### config.mk
export PLATFORM = sky130hd
export DESIGN_NAME = ebl_steer
export DESIGN_NICKNAME = d
export VERILOG_FILES = /design/src/hw/ebl_pkg.sv /design/src/hw/ebl_rx_if.sv /design/src/hw/ebl_pack.sv /design/src/hw/ebl_regs.sv /design/src/hw/ebl_steer.sv
export SDC_FILE = /design/constraint.sdc
export NUM_CORES = 1
export LEC_CHECK = 0
export BUFFER_PORTS_ARGS = -buffer_cell sky130_fd_sc_hd__buf_2
export CAP_MARGIN = 25
export CORE_MARGIN = 2
export CORE_UTILIZATION = 53
export CTS_CLUSTER_DIAMETER = 40
export DETAILED_ROUTE_END_ITERATION = 8
export PLACE_DENSITY = 0.9
export SKIP_LAST_GASP = 1
export SLEW_MARGIN = 0
export SYNTH_ARGS = -nofsm -noshare
export SYNTH_HDL_FRONTEND = slang
export SYNTH_SLANG_ARGS = --single-unit
### constraint.sdc
create_clock -name clk_i -period 3.3 [get_ports clk_i]
set_input_delay 0 -clock clk_i [delete_from_list [all_inputs] [get_ports clk_i]]
set_output_delay 0 -clock clk_i [all_outputs]
set_load 0.01 [all_outputs]
### src/hw/ebl_pkg.sv
// ebl_pkg: constants, types and lane helpers for the byte-lane steering
package ebl_pkg;
    // bus geometry
    localparam int unsigned LANES = 4;
    localparam int unsigned WORD_W = LANES * 8;
    // register offsets (dword aligned byte addresses)
    localparam logic [7:0] SCTL0_OFS = 8'h00;
    localparam logic [7:0] STATUS_OFS = 8'h04;
    localparam logic [7:0] CTRL_OFS = 8'h08;
    // reset values
    localparam logic [7:0] SCTL0_RST = 8'h00;
    localparam logic CTRL_EN_RST = 1'b1;
    // field positions
    localparam int unsigned CTRL_EN_BIT = 0;
    localparam int unsigned STAT_BIG_BIT = 0;
    localparam int unsigned STAT_RXBUSY_BIT = 1;
    localparam int unsigned STAT_TXBUSY_BIT = 2;
    localparam int unsigned STAT_PIN_BIT = 3;
    // byte addresses inside a dword
    localparam logic [1:0] ADDR_FIRST = 2'h0;
    localparam logic [1:0] ADDR_LAST = 2'h3;

    typedef enum logic [1:0] {
        EBL_TX_IDLE = 2'b01,
        EBL_TX_SEND = 2'b10
    } ebl_tx_st_t;

    // byte address to physical lane: big endian mirrors the lanes
    function automatic logic [1:0] ebl_lane(input logic big,
                                            input logic [1:0] a);
        ebl_lane = big ? ~a : a;
    endfunction : ebl_lane

    // pick one byte lane out of a word
    function automatic logic [7:0] ebl_get(input logic [31:0] w,
                                           input logic [1:0] l);
        ebl_get = w[{l, 3'h0} +: 8];
    endfunction : ebl_get

    // one-hot byte enable for a lane
    function automatic logic [3:0] ebl_onehot(input logic [1:0] l);
        ebl_onehot = 4'h1 << l;
    endfunction : ebl_onehot
endpackage : ebl_pkg

### src/hw/ebl_rx_if.sv
// ebl_rx_if: receive byte stream and packed word between top and packer
`timescale 1ns/10ps
interface ebl_rx_if;
    logic byte_valid;
    logic first;
    logic last;
    logic [7:0] byte_data;
    logic big;
    logic [31:0] word;
    logic [3:0] be;
    logic word_valid;
    logic busy;
    modport src (output byte_valid, first, last, byte_data, big,
                 input word, be, word_valid, busy);
    modport pk (input byte_valid, first, last, byte_data, big,
                output word, be, word_valid, busy);
endinterface : ebl_rx_if

### src/hw/ebl_pack.sv
// ebl_pack: packs incoming scsi bytes onto host bus lanes
`timescale 1ns/10ps
module ebl_pack (
    input wire logic clk_i,
    input wire logic reset_i,
    input wire logic ce_i,
    ebl_rx_if.pk rx
);
    import ebl_pkg::*;

    typedef struct packed {
        logic [1:0] pos;
        logic [31:0] acc;
        logic [3:0] abe;
        logic [31:0] word;
        logic [3:0] obe;
        logic ovalid;
    } ebl_pack_st_t;

    ebl_pack_st_t st;
    ebl_pack_st_t next_st;
    logic [1:0] pos;
    logic [1:0] lane;
    logic [31:0] nacc;
    logic [3:0] nbe;

    // place each byte at its address lane, emit on full or last byte
    always_comb begin
        next_st = st;
        next_st.ovalid = 1'b0;
        pos = rx.first ? ADDR_FIRST : st.pos;
        nacc = rx.first ? 32'h0 : st.acc;
        nbe = rx.first ? 4'h0 : st.abe;
        lane = ebl_lane(rx.big, pos);
        if (rx.byte_valid) begin
            nacc[{lane, 3'h0} +: 8] = rx.byte_data;
            nbe = nbe | ebl_onehot(lane);
            next_st.acc = nacc;
            next_st.abe = nbe;
            next_st.pos = pos + 2'h1;
            if (pos == ADDR_LAST || rx.last) begin
                next_st.word = nacc;
                next_st.obe = nbe;
                next_st.ovalid = 1'b1;
                next_st.acc = 32'h0;
                next_st.abe = 4'h0;
                next_st.pos = ADDR_FIRST;
            end
        end
    end

    // state register, frozen while the clock enable is low
    always_ff @(posedge clk_i) begin
        if (reset_i) begin
            st <= '0;
        end else if (ce_i) begin
            st <= next_st;
        end
    end

    assign rx.word = st.word;
    assign rx.be = st.obe;
    assign rx.word_valid = st.ovalid;
    assign rx.busy = (st.pos != ADDR_FIRST);

    property p_big_first;
        @(posedge clk_i) disable iff (reset_i)
        (ce_i && rx.byte_valid && rx.first && rx.big && !rx.last)
            |=> (st.abe == 4'h8) && (st.acc[31:24] == $past(rx.byte_data));
    endproperty
    a_big_first: assert property (p_big_first)
        else $error("big endian first byte not on lane three");

    property p_little_first;
        @(posedge clk_i) disable iff (reset_i)
        (ce_i && rx.byte_valid && rx.first && !rx.big && !rx.last)
            |=> (st.abe == 4'h1) && (st.acc[7:0] == $past(rx.byte_data));
    endproperty
    a_little_first: assert property (p_little_first)
        else $error("little endian first byte not on lane zero");

    property p_ascend;
        @(posedge clk_i) disable iff (reset_i)
        (ce_i && rx.byte_valid && rx.first && !rx.last) |=> st.pos == 2'h1;
    endproperty
    a_ascend: assert property (p_ascend)
        else $error("first byte did not start at address zero");
endmodule : ebl_pack

### src/hw/ebl_regs.sv
// ebl_regs: register file with endian-aware byte address decode
`timescale 1ns/10ps
module ebl_regs (
    input wire logic clk_i,
    input wire logic reset_i,
    input wire logic ce_i,
    input wire logic big_i,
    input wire logic [7:0] reg_addr_i,
    input wire logic [ebl_pkg::WORD_W-1:0] reg_wdata_i,
    input wire logic reg_byte_i,
    input wire logic reg_wr_i,
    input wire logic reg_rd_i,
    input wire logic [31:0] status_i,
    input wire logic [7:0] scr_addr_i,
    input wire logic scr_rd_i,
    output logic [ebl_pkg::WORD_W-1:0] reg_rdata_o,
    output logic [7:0] scr_rdata_o,
    output logic ctrl_en_o
);
    import ebl_pkg::*;

    typedef struct packed {
        logic [7:0] sctl0;
        logic en;
        logic [31:0] rdata;
        logic [7:0] sdata;
    } ebl_regs_st_t;

    ebl_regs_st_t st;
    ebl_regs_st_t next_st;
    logic [1:0] lane;
    logic [3:0] wbe;
    logic [7:0] wofs;

    // internal word image; lanes never move with the bus mode
    function automatic logic [31:0] word_at(input logic [7:0] a,
                                            input logic [7:0] s0,
                                            input logic en,
                                            input logic [31:0] s);
        case ({a[7:2], 2'h0})
            SCTL0_OFS: word_at = {24'h0, s0};
            STATUS_OFS: word_at = s;
            CTRL_OFS: word_at = {31'h0, en};
            default: word_at = 32'h0;
        endcase
    endfunction : word_at

    // decode, read capture and byte-lane write
    always_comb begin
        next_st = st;
        wofs = {reg_addr_i[7:2], 2'h0};
        lane = ebl_lane(big_i, reg_addr_i[1:0]);
        wbe = reg_byte_i ? ebl_onehot(lane) : 4'hf;
        next_st.rdata = 32'h0;
        next_st.sdata = 8'h0;
        if (reg_rd_i) begin
            next_st.rdata = word_at(reg_addr_i, st.sctl0, st.en, status_i)
                & {{8{wbe[3]}}, {8{wbe[2]}}, {8{wbe[1]}}, {8{wbe[0]}}};
        end
        // only lane zero holds writable bits
        if (reg_wr_i && wbe[0]) begin
            if (wofs == SCTL0_OFS) begin
                next_st.sctl0 = reg_wdata_i[7:0];
            end
            if (wofs == CTRL_OFS) begin
                next_st.en = reg_wdata_i[CTRL_EN_BIT];
            end
        end
        // script side always decodes little endian, whatever the pin
        if (scr_rd_i) begin
            next_st.sdata = ebl_get(word_at(scr_addr_i, st.sctl0, st.en,
                                            status_i), scr_addr_i[1:0]);
        end
    end

    // state register
    always_ff @(posedge clk_i) begin
        if (reset_i) begin
            st <= '{sctl0: SCTL0_RST, en: CTRL_EN_RST,
                    rdata: 32'h0, sdata: 8'h0};
        end else if (ce_i) begin
            st <= next_st;
        end
    end

    assign reg_rdata_o = st.rdata;
    assign scr_rdata_o = st.sdata;
    assign ctrl_en_o = st.en;

    property p_big_byte_wr;
        @(posedge clk_i) disable iff (reset_i)
        (ce_i && reg_wr_i && reg_byte_i && big_i && reg_addr_i == 8'h03)
            |=> st.sctl0 == $past(reg_wdata_i[7:0]);
    endproperty
    a_big_byte_wr: assert property (p_big_byte_wr)
        else $error("big endian byte write at 0x03 missed control zero");

    property p_byte_rd;
        @(posedge clk_i) disable iff (reset_i)
        (ce_i && reg_rd_i && reg_byte_i && reg_addr_i[7:2] == 6'h0
            && ebl_lane(big_i, reg_addr_i[1:0]) == 2'h0)
            |=> reg_rdata_o == {24'h0, $past(st.sctl0)};
    endproperty
    a_byte_rd: assert property (p_byte_rd)
        else $error("byte read of control zero not on lane zero");

    property p_dword_rd;
        @(posedge clk_i) disable iff (reset_i)
        (ce_i && reg_rd_i && !reg_byte_i && reg_addr_i[7:2] == 6'h0)
            |=> reg_rdata_o == {24'h0, $past(st.sctl0)};
    endproperty
    a_dword_rd: assert property (p_dword_rd)
        else $error("dword read repositioned bytes");

    property p_scr_rd;
        @(posedge clk_i) disable iff (reset_i)
        (ce_i && scr_rd_i && scr_addr_i == 8'h00)
            |=> scr_rdata_o == $past(st.sctl0);
    endproperty
    a_scr_rd: assert property (p_scr_rd)
        else $error("script decode depends on bus mode");
endmodule : ebl_regs

### src/hw/ebl_steer.sv
// ebl_steer: endian byte-lane steering between scsi stream and host bus
//
// Overview of operation
// - endian order comes from the level of a mode pin, not a register
// - big endian: first scsi byte on lane three, then descending lanes
// - little endian: first scsi byte on lane zero, then ascending lanes
// - big endian rom: location zero on lane three, three on lane zero
// - little endian rom: location zero on lane zero, three on lane three
// - internal fifo and register lanes never change with the mode
// - slave accesses work in both endian modes
// - dword accesses get no byte repositioning
// - sub-dword accesses remap addresses; registers keep their lane
// - incoming scsi bytes fill ascending addresses from address zero
// - outgoing scsi bytes leave in ascending address order from zero
// - control register zero decodes at 0x03 big, 0x00 little
// - script register addresses decode little endian in both modes
// - parts without the mode pin run little endian only
//
// The implementer's own choice: strobed register access.
`timescale 1ns/10ps
module ebl_steer #(
    parameter bit HAS_MODE_PIN = 1'b1
) (
    input wire logic clk_i,
    input wire logic reset_i,
    input wire logic ce_i,
    input wire logic big_pin_i,

    // register bus
    input wire logic [7:0] reg_addr_i,
    input wire logic [ebl_pkg::WORD_W-1:0] reg_wdata_i,
    input wire logic reg_byte_i,
    input wire logic reg_wr_i,
    input wire logic reg_rd_i,
    output logic [ebl_pkg::WORD_W-1:0] reg_rdata_o,

    // script side port
    input wire logic [7:0] scr_addr_i,
    input wire logic scr_rd_i,
    output logic [7:0] scr_rdata_o,

    // scsi receive stream
    input wire logic rx_byte_valid_i,
    input wire logic [7:0] rx_byte_i,
    input wire logic rx_first_i,
    input wire logic rx_last_i,
    output logic [ebl_pkg::WORD_W-1:0] rx_word_o,
    output logic [ebl_pkg::LANES-1:0] rx_be_o,
    output logic rx_word_valid_o,

    // scsi transmit stream
    input wire logic [ebl_pkg::WORD_W-1:0] tx_word_i,
    input wire logic tx_word_valid_i,
    output logic tx_word_ready_o,
    output logic [7:0] tx_byte_o,
    output logic tx_byte_valid_o,
    input wire logic tx_byte_ready_i,

    // add-in rom bytes
    input wire logic rom_valid_i,
    input wire logic [1:0] rom_addr_i,
    input wire logic [7:0] rom_byte_i,
    output logic [ebl_pkg::WORD_W-1:0] rom_word_o,
    output logic [ebl_pkg::LANES-1:0] rom_be_o,
    output logic rom_valid_o,

    // byte order in force
    output logic big_mode_o
);
    import ebl_pkg::*;

    typedef struct packed {
        // pin synchroniser and mode
        logic pin_s1;
        logic pin_s2;
        logic big;
        // transmit unpacker
        ebl_tx_st_t tx_st;
        logic [1:0] tx_pos;
        logic [31:0] tx_word;
        logic [7:0] tx_byte;
        logic tx_bvalid;
        logic tx_wready;
        // rom lane steering
        logic [31:0] rom_word;
        logic [3:0] rom_be;
        logic rom_valid;
    } ebl_top_st_t;

    // whole state in one register
    ebl_top_st_t st;
    ebl_top_st_t next_st;

    // decode and handshake terms
    logic ctrl_en;
    logic tx_take;
    logic tx_step;
    logic mode_ok;
    logic [1:0] rom_lane;
    logic [31:0] status;

    // packer link
    ebl_rx_if rx ();

    // receive stream into the packer; disabled stream drops bytes
    assign rx.byte_valid = rx_byte_valid_i & ctrl_en;
    assign rx.first = rx_first_i;
    assign rx.last = rx_last_i;
    assign rx.byte_data = rx_byte_i;
    assign rx.big = st.big;

    ebl_pack u_pack (
        .clk_i(clk_i),
        .reset_i(reset_i),
        .ce_i(ce_i),
        .rx(rx.pk)
    );

    // status word seen by software
    always_comb begin
        status = 32'h0;
        status[STAT_BIG_BIT] = st.big;
        status[STAT_RXBUSY_BIT] = rx.busy;
        status[STAT_TXBUSY_BIT] = (st.tx_st != EBL_TX_IDLE);
        status[STAT_PIN_BIT] = st.pin_s2;
    end

    ebl_regs u_regs (
        .clk_i(clk_i),
        .reset_i(reset_i),
        .ce_i(ce_i),
        .big_i(st.big),
        .reg_addr_i(reg_addr_i),
        .reg_wdata_i(reg_wdata_i),
        .reg_byte_i(reg_byte_i),
        .reg_wr_i(reg_wr_i),
        .reg_rd_i(reg_rd_i),
        .status_i(status),
        .scr_addr_i(scr_addr_i),
        .scr_rd_i(scr_rd_i),
        .reg_rdata_o(reg_rdata_o),
        .scr_rdata_o(scr_rdata_o),
        .ctrl_en_o(ctrl_en)
    );

    // handshake terms
    assign tx_take = tx_word_valid_i && st.tx_wready;
    assign tx_step = st.tx_bvalid && tx_byte_ready_i;
    // mode may only move when no word is half packed or half sent
    assign mode_ok = (st.tx_st == EBL_TX_IDLE) && !tx_take && !rx.busy
        && !rx.byte_valid;
    // rom byte address to its lane
    assign rom_lane = ebl_lane(st.big, rom_addr_i);

    // next state: pin sync, mode, transmit unpacker, rom steering
    always_comb begin
        next_st = st;
        // two flops before the pin level is used
        next_st.pin_s1 = big_pin_i;
        next_st.pin_s2 = st.pin_s1;
        // pinless parts tie the mode to little endian
        if (mode_ok) begin
            next_st.big = HAS_MODE_PIN & st.pin_s2;
        end

        case (st.tx_st)
            EBL_TX_IDLE: begin
                next_st.tx_wready = ctrl_en;
                if (tx_take) begin
                    // address zero leaves first on the scsi side
                    next_st.tx_word = tx_word_i;
                    next_st.tx_pos = ADDR_FIRST;
                    next_st.tx_byte = ebl_get(tx_word_i,
                        ebl_lane(st.big, ADDR_FIRST));
                    next_st.tx_bvalid = 1'b1;
                    next_st.tx_wready = 1'b0;
                    next_st.tx_st = EBL_TX_SEND;
                end
            end
            EBL_TX_SEND: begin
                if (tx_step) begin
                    if (st.tx_pos == ADDR_LAST) begin
                        next_st.tx_bvalid = 1'b0;
                        next_st.tx_wready = ctrl_en;
                        next_st.tx_st = EBL_TX_IDLE;
                    end else begin
                        next_st.tx_pos = st.tx_pos + 2'h1;
                        next_st.tx_byte = ebl_get(st.tx_word,
                            ebl_lane(st.big, st.tx_pos + 2'h1));
                    end
                end
            end
            default: begin
                next_st.tx_st = EBL_TX_IDLE;
                next_st.tx_bvalid = 1'b0;
                next_st.tx_wready = 1'b0;
            end
        endcase

        // rom byte goes to the lane of its address, one-cycle pulse
        next_st.rom_valid = rom_valid_i;
        next_st.rom_word = 32'h0;
        next_st.rom_be = 4'h0;
        if (rom_valid_i) begin
            next_st.rom_word[{rom_lane, 3'h0} +: 8] = rom_byte_i;
            next_st.rom_be = ebl_onehot(rom_lane);
        end
    end

    // state register, frozen while the clock enable is low
    always_ff @(posedge clk_i) begin
        if (reset_i) begin
            st <= '0;
            // all zero is no legal one-hot state
            st.tx_st <= EBL_TX_IDLE;
        end else if (ce_i) begin
            st <= next_st;
        end
    end

    // every output comes from a flop
    assign rx_word_o = rx.word;
    assign rx_be_o = rx.be;
    assign rx_word_valid_o = rx.word_valid;
    assign tx_word_ready_o = st.tx_wready;
    assign tx_byte_o = st.tx_byte;
    assign tx_byte_valid_o = st.tx_bvalid;
    assign rom_word_o = st.rom_word;
    assign rom_be_o = st.rom_be;
    assign rom_valid_o = st.rom_valid;
    assign big_mode_o = st.big;

    // mode source, pinless parts and stability
    property p_pinless;
        @(posedge clk_i) disable iff (reset_i)
        (HAS_MODE_PIN == 1'b0) |-> !st.big;
    endproperty
    a_pinless: assert property (p_pinless)
        else $error("pinless part left little endian");

    property p_mode_src;
        @(posedge clk_i) disable iff (reset_i)
        $changed(st.big) |-> st.big == $past(st.pin_s2);
    endproperty
    a_mode_src: assert property (p_mode_src)
        else $error("mode did not follow the synchronised pin");

    property p_mode_hold;
        @(posedge clk_i) disable iff (reset_i)
        $changed(st.big) |-> $past(mode_ok);
    endproperty
    a_mode_hold: assert property (p_mode_hold)
        else $error("mode changed during a transfer");

    // transmit byte order
    property p_tx_first;
        @(posedge clk_i) disable iff (reset_i)
        (ce_i && tx_take) |=> tx_byte_valid_o
            && tx_byte_o == ebl_get($past(tx_word_i),
                                    ebl_lane(st.big, ADDR_FIRST));
    endproperty
    a_tx_first: assert property (p_tx_first)
        else $error("first scsi byte out is not address zero");

    property p_tx_next;
        @(posedge clk_i) disable iff (reset_i)
        (ce_i && tx_step && st.tx_pos != ADDR_LAST)
            |=> st.tx_pos == $past(st.tx_pos) + 2'h1;
    endproperty
    a_tx_next: assert property (p_tx_next)
        else $error("scsi bytes out not in ascending order");

    // rom lane placement
    property p_rom_big;
        @(posedge clk_i) disable iff (reset_i)
        (ce_i && rom_valid_i && st.big && rom_addr_i == 2'h0)
            |=> rom_be_o == 4'h8 && rom_word_o[31:24] == $past(rom_byte_i);
    endproperty
    a_rom_big: assert property (p_rom_big)
        else $error("big endian rom location zero not on lane three");

    property p_rom_little;
        @(posedge clk_i) disable iff (reset_i)
        (ce_i && rom_valid_i && !st.big && rom_addr_i == 2'h3)
            |=> rom_be_o == 4'h8 && rom_word_o[31:24] == $past(rom_byte_i);
    endproperty
    a_rom_little: assert property (p_rom_little)
        else $error("little endian rom location three not on lane three");

    // main scenarios reached
    c_tx_done: cover property (@(posedge clk_i)
        disable iff (reset_i)
        tx_step && st.tx_pos == ADDR_LAST);
    c_rx_word: cover property (@(posedge clk_i)
        disable iff (reset_i)
        rx_word_valid_o && rx_be_o == 4'hf && st.big);
    c_mode_flip: cover property (@(posedge clk_i)
        disable iff (reset_i)
        $rose(st.big));
    c_rom_big: cover property (@(posedge clk_i)
        disable iff (reset_i)
        rom_valid_o && big_mode_o);
endmodule : ebl_steer

Yosys cells after proc, flatten, opt, wreduce, memory -nomap -nowiden
Index checks and enable logic that the tools add are counted.

storage, ports and cells
  register bits after elaboration = 210
  output and inout bits = 125

operators by class
  add/sub/neg operators = 4
  equal/unequal tests = 13
  shifts and indexed selects = 10
  multiplexer cells = 30
  bitwise gates (word level) = 8
  reductions and logical operators = 23

operators by type and width
  cell                                                  count
  two-way mux 32 bit                                    4
  variable part select 32 x 6 -> 8 bit                  3
  two-way mux 75 bit                                    1
  AND 32 bit                                            2
  variable shift 8 x 7 -> 32 bit, first input constant  2
  variable part select 8 x 7 -> 32 bit                  2
  case mux 8 bit (3 select lines)                       2
  two-way mux 46 bit                                    1
  two-way mux 36 bit                                    1
  bitwise mux 32 bit                                    1
  two-way mux 2 bit                                     9
  two-way mux 8 bit                                     2
  case mux 8 bit (2 select lines)                       1
  AND reduction 3 bit                                   5
  negation 5 -> 7 bit                                   2
  equality test 6 x 1 -> 1 bit, second input constant   2
  equality test 6 x 2 -> 1 bit, second input constant   2
  zero test 6 bit                                       2
  two-way mux 4 bit                                     3
  case mux 2 bit (2 select lines)                       3
  left shift 1 x 2 -> 4 bit, first input constant       3
  two-way mux 10 bit                                    1
  inequality test 2 bit, second input constant          4
  inverter 2 bit                                        4
  14 further kinds                                      26

Logic depth before layout (Yosys ltp)
  word-level depth = 8
  depth in mapped cells = 11

Cells and area by module
A second synthesis with hierarchy kept.

second synthesis, totals
  cell total of the unflattened synthesis = 1,184
  area, all modules = 10,319.9 µm²

by module, submodules not included
  module     instances  cells each  area each (µm²)  seq. area each (µm²)
  ebl_steer  1          490         4,166.5          1,721.7
  ebl_pack   1          421         3,642.2          1,501.4
  ebl_regs   1          273         2,511.2          980.9

Least setup slack after synthesis
Ideal clock, no wire load.

  kind = register to register
  start = reg st, in the netlist big_mode_o
  end = reg u_pack.st[57] in the netlist's numbering
  setup time = 60 ps
  arrival = 2,856 ps
  required time = 3,240 ps
  slack = 384 ps
  stages on the path, launching flop included = 12
  buffers on the path = 4
  path through = dfxtp_1 -> buf_6 -> clkbuf_1 -> buf_2 -> xnor2_1 -> inv_1 -> ha_1 -> clkbuf_1 -> nor2_1 -> a21oi_1 -> nor2_1 -> a22o_1

on the way
  word-level cells in the longest chain between the ends = 5
  elaborated cells between the ends (all ways) = 6

RTL lines
  what                                                                                    line              source
  start: declaration                                                                      ebl_steer.sv:91   ebl_top_st_t st;
  start signal: assignment                                                                ebl_steer.sv:217  st <= next_st;
  two-way mux 2 bit (*)                                                                   ebl_pkg.sv:31     ebl_lane = big ? ~a : a;
  negation 5 -> 7 bit (*)                                                                 ebl_pack.sv:36    nacc[{lane, 3'h0} +: 8] = rx.byte_data;
  variable part select 8 x 7 -> 32 bit or variable shift 8 x 7 -> 32 bit (tied branches)  ebl_pack.sv:36
  bitwise mux 32 bit (*)                                                                  ebl_pack.sv:36
  two-way mux 75 bit (*)                                                                  ebl_pack.sv:41    if (pos == ADDR_LAST || rx.last) begin
  end signal: assignment                                                                  ebl_pack.sv:57    st <= next_st;
  end: declaration                                                                        ebl_pack.sv:20    ebl_pack_st_t st;

Every way passes the cells marked *; elsewhere a longest branch is shown, timed or not.
A chain may end at the register's enable or synchronous reset.

Worst setup path in the final report
  start = reg u_pack.st[73] in the netlist's numbering
  end = reg u_pack.st[52] in the netlist's numbering

on the way
  word-level cells in the longest chain between the ends = 7
  elaborated cells between the ends (all ways) = 10

RTL lines
  what                                                                                    line            source
  two-way mux 2 bit (*)                                                                   ebl_pack.sv:31  pos = rx.first ? ADDR_FIRST : st.pos;
  inverter 2 bit                                                                          ebl_pkg.sv:31
  two-way mux 2 bit                                                                       ebl_pkg.sv:31
  negation 5 -> 7 bit                                                                     ebl_pack.sv:36
  variable part select 8 x 7 -> 32 bit or variable shift 8 x 7 -> 32 bit (tied branches)  ebl_pack.sv:36
  bitwise mux 32 bit                                                                      ebl_pack.sv:36
  two-way mux 75 bit (*)                                                                  ebl_pack.sv:41

Marked as above.

==> impl_metrics.env <==
export IMPL_run_status="completed"
export IMPL_drive_above_1_share=0.2194
export IMPL_tightestPinTransition_ns=0.9188
export IMPL_unrepaired_setup_endpoints_after_global_routing="false"
export IMPL_timing_final_setup_violations=0
export IMPL_synth_top_cells_by_count="185 x sky130_fd_sc_hd__dfxtp_1, 128 x sky130_fd_sc_hd__nand2_1, 121 x sky130_fd_sc_hd__buf_4"
export IMPL_design_die_area_um2=17970
export IMPL_cp_end_kind="flip-flop"
export IMPL_globalplace_congestion=0.8589
export IMPL_ys_flop_type="sky130_fd_sc_hd__dfxtp_1"
export IMPL_place_port_buffers=188
export IMPL_synthesis_yosys_warnings=0
export IMPL_ys_types=58
export IMPL_insertion_delay_ns=0.43
export IMPL_pre_cts_slack_ns=-0.06328
export IMPL_grt_usage=0.2675
export IMPL_dieHeight_um=134.1
export IMPL_final_core_utilization=0.6350
export IMPL_r2r_start="u_pack.st[73]$_SDFFE_PP0P_"
export IMPL_via_count=8221
export IMPL_cts_root_to_sink_buffers=2
export IMPL_placedCellCount=1300
export IMPL_fin_worst_skew_ns=0.007024
export IMPL_avgRoutedWirePerCell_um=17.81
export IMPL_syn_instance_count=1041
export IMPL_synth_seq_area_share=0.4131
export IMPL_grt_max_degree=91
export IMPL_layout_cells_non_filler=1396
export IMPL_detail_route_first_pass_iterations=5
export IMPL_synthMostInstantiatedCell="sky130_fd_sc_hd__dfxtp_1"
export IMPL_cts_made_buffers=17
export IMPL_grt_remaining_overflow=0
export IMPL_first_iter_violations=676
export IMPL_timing_hold_violations_final=0
export IMPL_netlist_area_um2=8965
export IMPL_syn_mean_instance_area_um2=8.612
export IMPL_pins_over_slew_limit=0
export IMPL_drcViolationCount=0
export IMPL_critPathKind="flip-flop to flip-flop"
export IMPL_tritoncts="built"
export IMPL_timing_hold_worst_start="reg_addr_i[2]"
export IMPL_synth_top_cells_by_area="sky130_fd_sc_hd__dfxtp_1 41%, sky130_fd_sc_hd__buf_4 10%, sky130_fd_sc_hd__nand2_1 5.4%, sky130_fd_sc_hd__nor2_1 4.3%, sky130_fd_sc_hd__a21oi_1 4.1%"
export IMPL_max_cap_violations=0
export IMPL_holdPathStages=3
export IMPL_ctsRootBufferMaster="sky130_fd_sc_hd__clkbuf_16"
export IMPL_r2r_end="u_pack.st[52]$_SDFFE_PP0P_"
export IMPL_netlist_top_cell_by_area="sky130_fd_sc_hd__dfxtp_1"
export IMPL_leakagePower_nw=4.120
export IMPL_detail_route_antenna_nets=0
export IMPL_postSynth_asyncResetShare=0
export IMPL_hold_crit_endpoint="u_regs.reg_rdata_o[1]$_SDFFE_PP0P_"
export IMPL_synth_register_bits=185
export IMPL_dp_final_hpwl_um=15170
export IMPL_drt_vias_per_instance=5.889
export IMPL_crit_path_max_fanout=21
export IMPL_grt_pass1_vias=7748
export IMPL_antenna_diode_count=0
export IMPL_setup_reg_to_reg_worst_slack_ns=0.25
export IMPL_arrival_ns=3.43
export IMPL_areaGrowthSynthToFinish_pct=17.46
export IMPL_clock_sink_count=185
export IMPL_layout_cell_area_non_filler_um2=10530
export IMPL_synth_enable_flop_cells=0
export IMPL_fmax_mhz=328.1
export IMPL_cts_htree_levels=4
export IMPL_num_nets_final=1292
export IMPL_dieWidth_um=134.1
export IMPL_detail_route_wirelength_um=24860
export IMPL_fin_crit_ns=3.048
export IMPL_final_period_utilization=0.9235
export IMPL_wire_length_of_the_first_global_routing_pass_um=38930
export IMPL_setup_ws_ns=0.2524
export IMPL_placementRows=47
export IMPL_path_clk_slew_ns=0.07
export IMPL_place_area_um2=9238
export IMPL_r2r_worst_path_depth=8
export IMPL_vdd_drop_max_mv=0.3653
export IMPL_worstSetupStartpointType="flip-flop"
export IMPL_ios=237
export IMPL_holdCritPathClass="primary input to flip-flop"
export IMPL_floorplan_initialDensity=0.5406
export IMPL_antenna_found_initial=0
export IMPL_p_per_area_nw_per_um2=474.6
export IMPL_core_area_um2=16580
export IMPL_post_synth_top_area_fraction=0.4131
export IMPL_timing_critical_path_required_ns=3.68
export IMPL_timing_max_slew_rel_slack=0.3874
[per-stage QoR]
step | power (W) | hold WS, ns | setup TNS (ns)
final | 0.004998 | 0.02379 | 0
after global routing | 0.005148 | 0.04784 | 0
after CTS | 0.004991 | 0.007752 | 0
after detailed placement | 0.002761 | 0.2456 | -0.4697
after global placement | 0.002748 | 0.2414 | 0
after floorplan | 0.002651 | 0.1257 | 0
[layout make-up]
type / instances / area [um2]
Fill cell: 1271 / 6053
Tap cell: 220 / 275.3
Clock buffer: 19 / 442.9
Inverter: 14 / 52.55
Multi-Input combinational cell: 680 / 4173
Sequential cell: 185 / 3704
Clock inverter: 13 / 191.4
Timing Repair Buffer: 265 / 1692
[registers in the layout (all words and copies together) (netlist names)]
| name | count |
|---|---|
| rom_be_o | 4 |
| u_pack.st | 38 |
| rom_word_o | 32 |
| tx_word_ready_o | 1 |
| u_regs.reg_rdata_o | 8 |
| u_pack.rx.word | 32 |
| next_st | 1 |
| big_mode_o | 1 |
| u_pack.rx.word_valid | 1 |
| st | 37 |
| tx_byte_o | 8 |
| u_pack.rx.be | 4 |
| rom_valid_o | 1 |
| u_regs.st | 8 |
| u_regs.scr_rdata_o | 8 |
| u_regs.ctrl_en_o | 1 |
[power breakdown]
group	internal, W	total (W)	switching [W]
sequential	0.00228	0.00230	0.0000289
combinational	0.000189	0.000488	0.000299
clock	0.00130	0.00220	0.000908
[cells by family (layout without fill, tap and decap cells)]
| group | Yosys count | in the layout | synth area share |
|---|---|---|---|
| xor+xnor | 4 | 5 | 0.004746 |
| fa+ha+maj | 17 | 17 | 0.02373 |
| compound gates | 262 | 262 | 0.1985 |
| buf+inv | 200 | 311 | 0.1361 |
| simple gates | 332 | 332 | 0.1731 |
| other cells | 1 | 24 | 0.0004183 |
| flops | 185 | 185 | 0.4131 |
| mux | 40 | 40 | 0.05038 |
[worst max-delay path, stage by stage, from the launching register on]
cell,delay (ns)
sky130_fd_sc_hd__dfxtp_1,0.37
sky130_fd_sc_hd__nor2b_2,0.47
sky130_fd_sc_hd__xnor2_4,0.26
sky130_fd_sc_hd__inv_2,0.26
sky130_fd_sc_hd__ha_1,0.37
sky130_fd_sc_hd__nor2_1,0.44
sky130_fd_sc_hd__a21oi_1,0.13
sky130_fd_sc_hd__nor2_1,0.44
sky130_fd_sc_hd__a22o_1,0.23
[layout by cell type, fill, tap and decap left out, drive strengths merged, types with 33 or more instances in the layout]
| cell | netlist | layout |
|---|---|---|
| a21oi | 74 | 74 |
| a22oi | 44 | 44 |
| a311oi | 33 | 33 |
| buf | 134 | 202 |
| dfxtp | 185 | 185 |
| dlygate4sd3 | 0 | 63 |
| mux2i | 35 | 35 |
| nand2 | 128 | 128 |
| nor2 | 103 | 103 |
| o21ai | 34 | 34 |
[timing repair]
item	in CTS	in global routing
resized for setup	1	0
endpoints found under the setup margin	8	8
cloned	0	1
setup buffers	0	0
hold endpoints to repair	151	0
hold buffers	63	0
pin swaps	0	1
[per-layer routing]
metal / track usage / wire length (um) / vias up
met4: 0.1421 / 1061 / 0
li1: - / - / 3815
met2: 0.4538 / 12300 / 468
met3: 0.05102 / 1804 / 94
met5: 0 / 0 / -
met1: 0.3221 / 9689 / 3844
[how the worst max path moves through the flow]
stage,start,end,slack (ns)
3_3_place_gp,u_pack.st[73]$_SDFFE_PP0P_,u_pack.st[49]$_SDFFE_PP0P_,0.1
2_1_floorplan,big_mode_o$_SDFFE_PP0P_,u_pack.st[57]$_SDFFE_PP0P_,0.38
3_5_place_dp,u_pack.st[73]$_SDFFE_PP0P_,u_pack.st[51]$_SDFFE_PP0P_,-0.06
6_report,u_pack.st[73]$_SDFFE_PP0P_,u_pack.st[52]$_SDFFE_PP0P_,0.25
4_1_cts,u_pack.st[73]$_SDFFE_PP0P_,u_pack.st[52]$_SDFFE_PP0P_,0.28
5_1_grt,u_pack.st[73]$_SDFFE_PP0P_,u_pack.st[51]$_SDFFE_PP0P_,0.06
(Power assumes the default switching activity.)
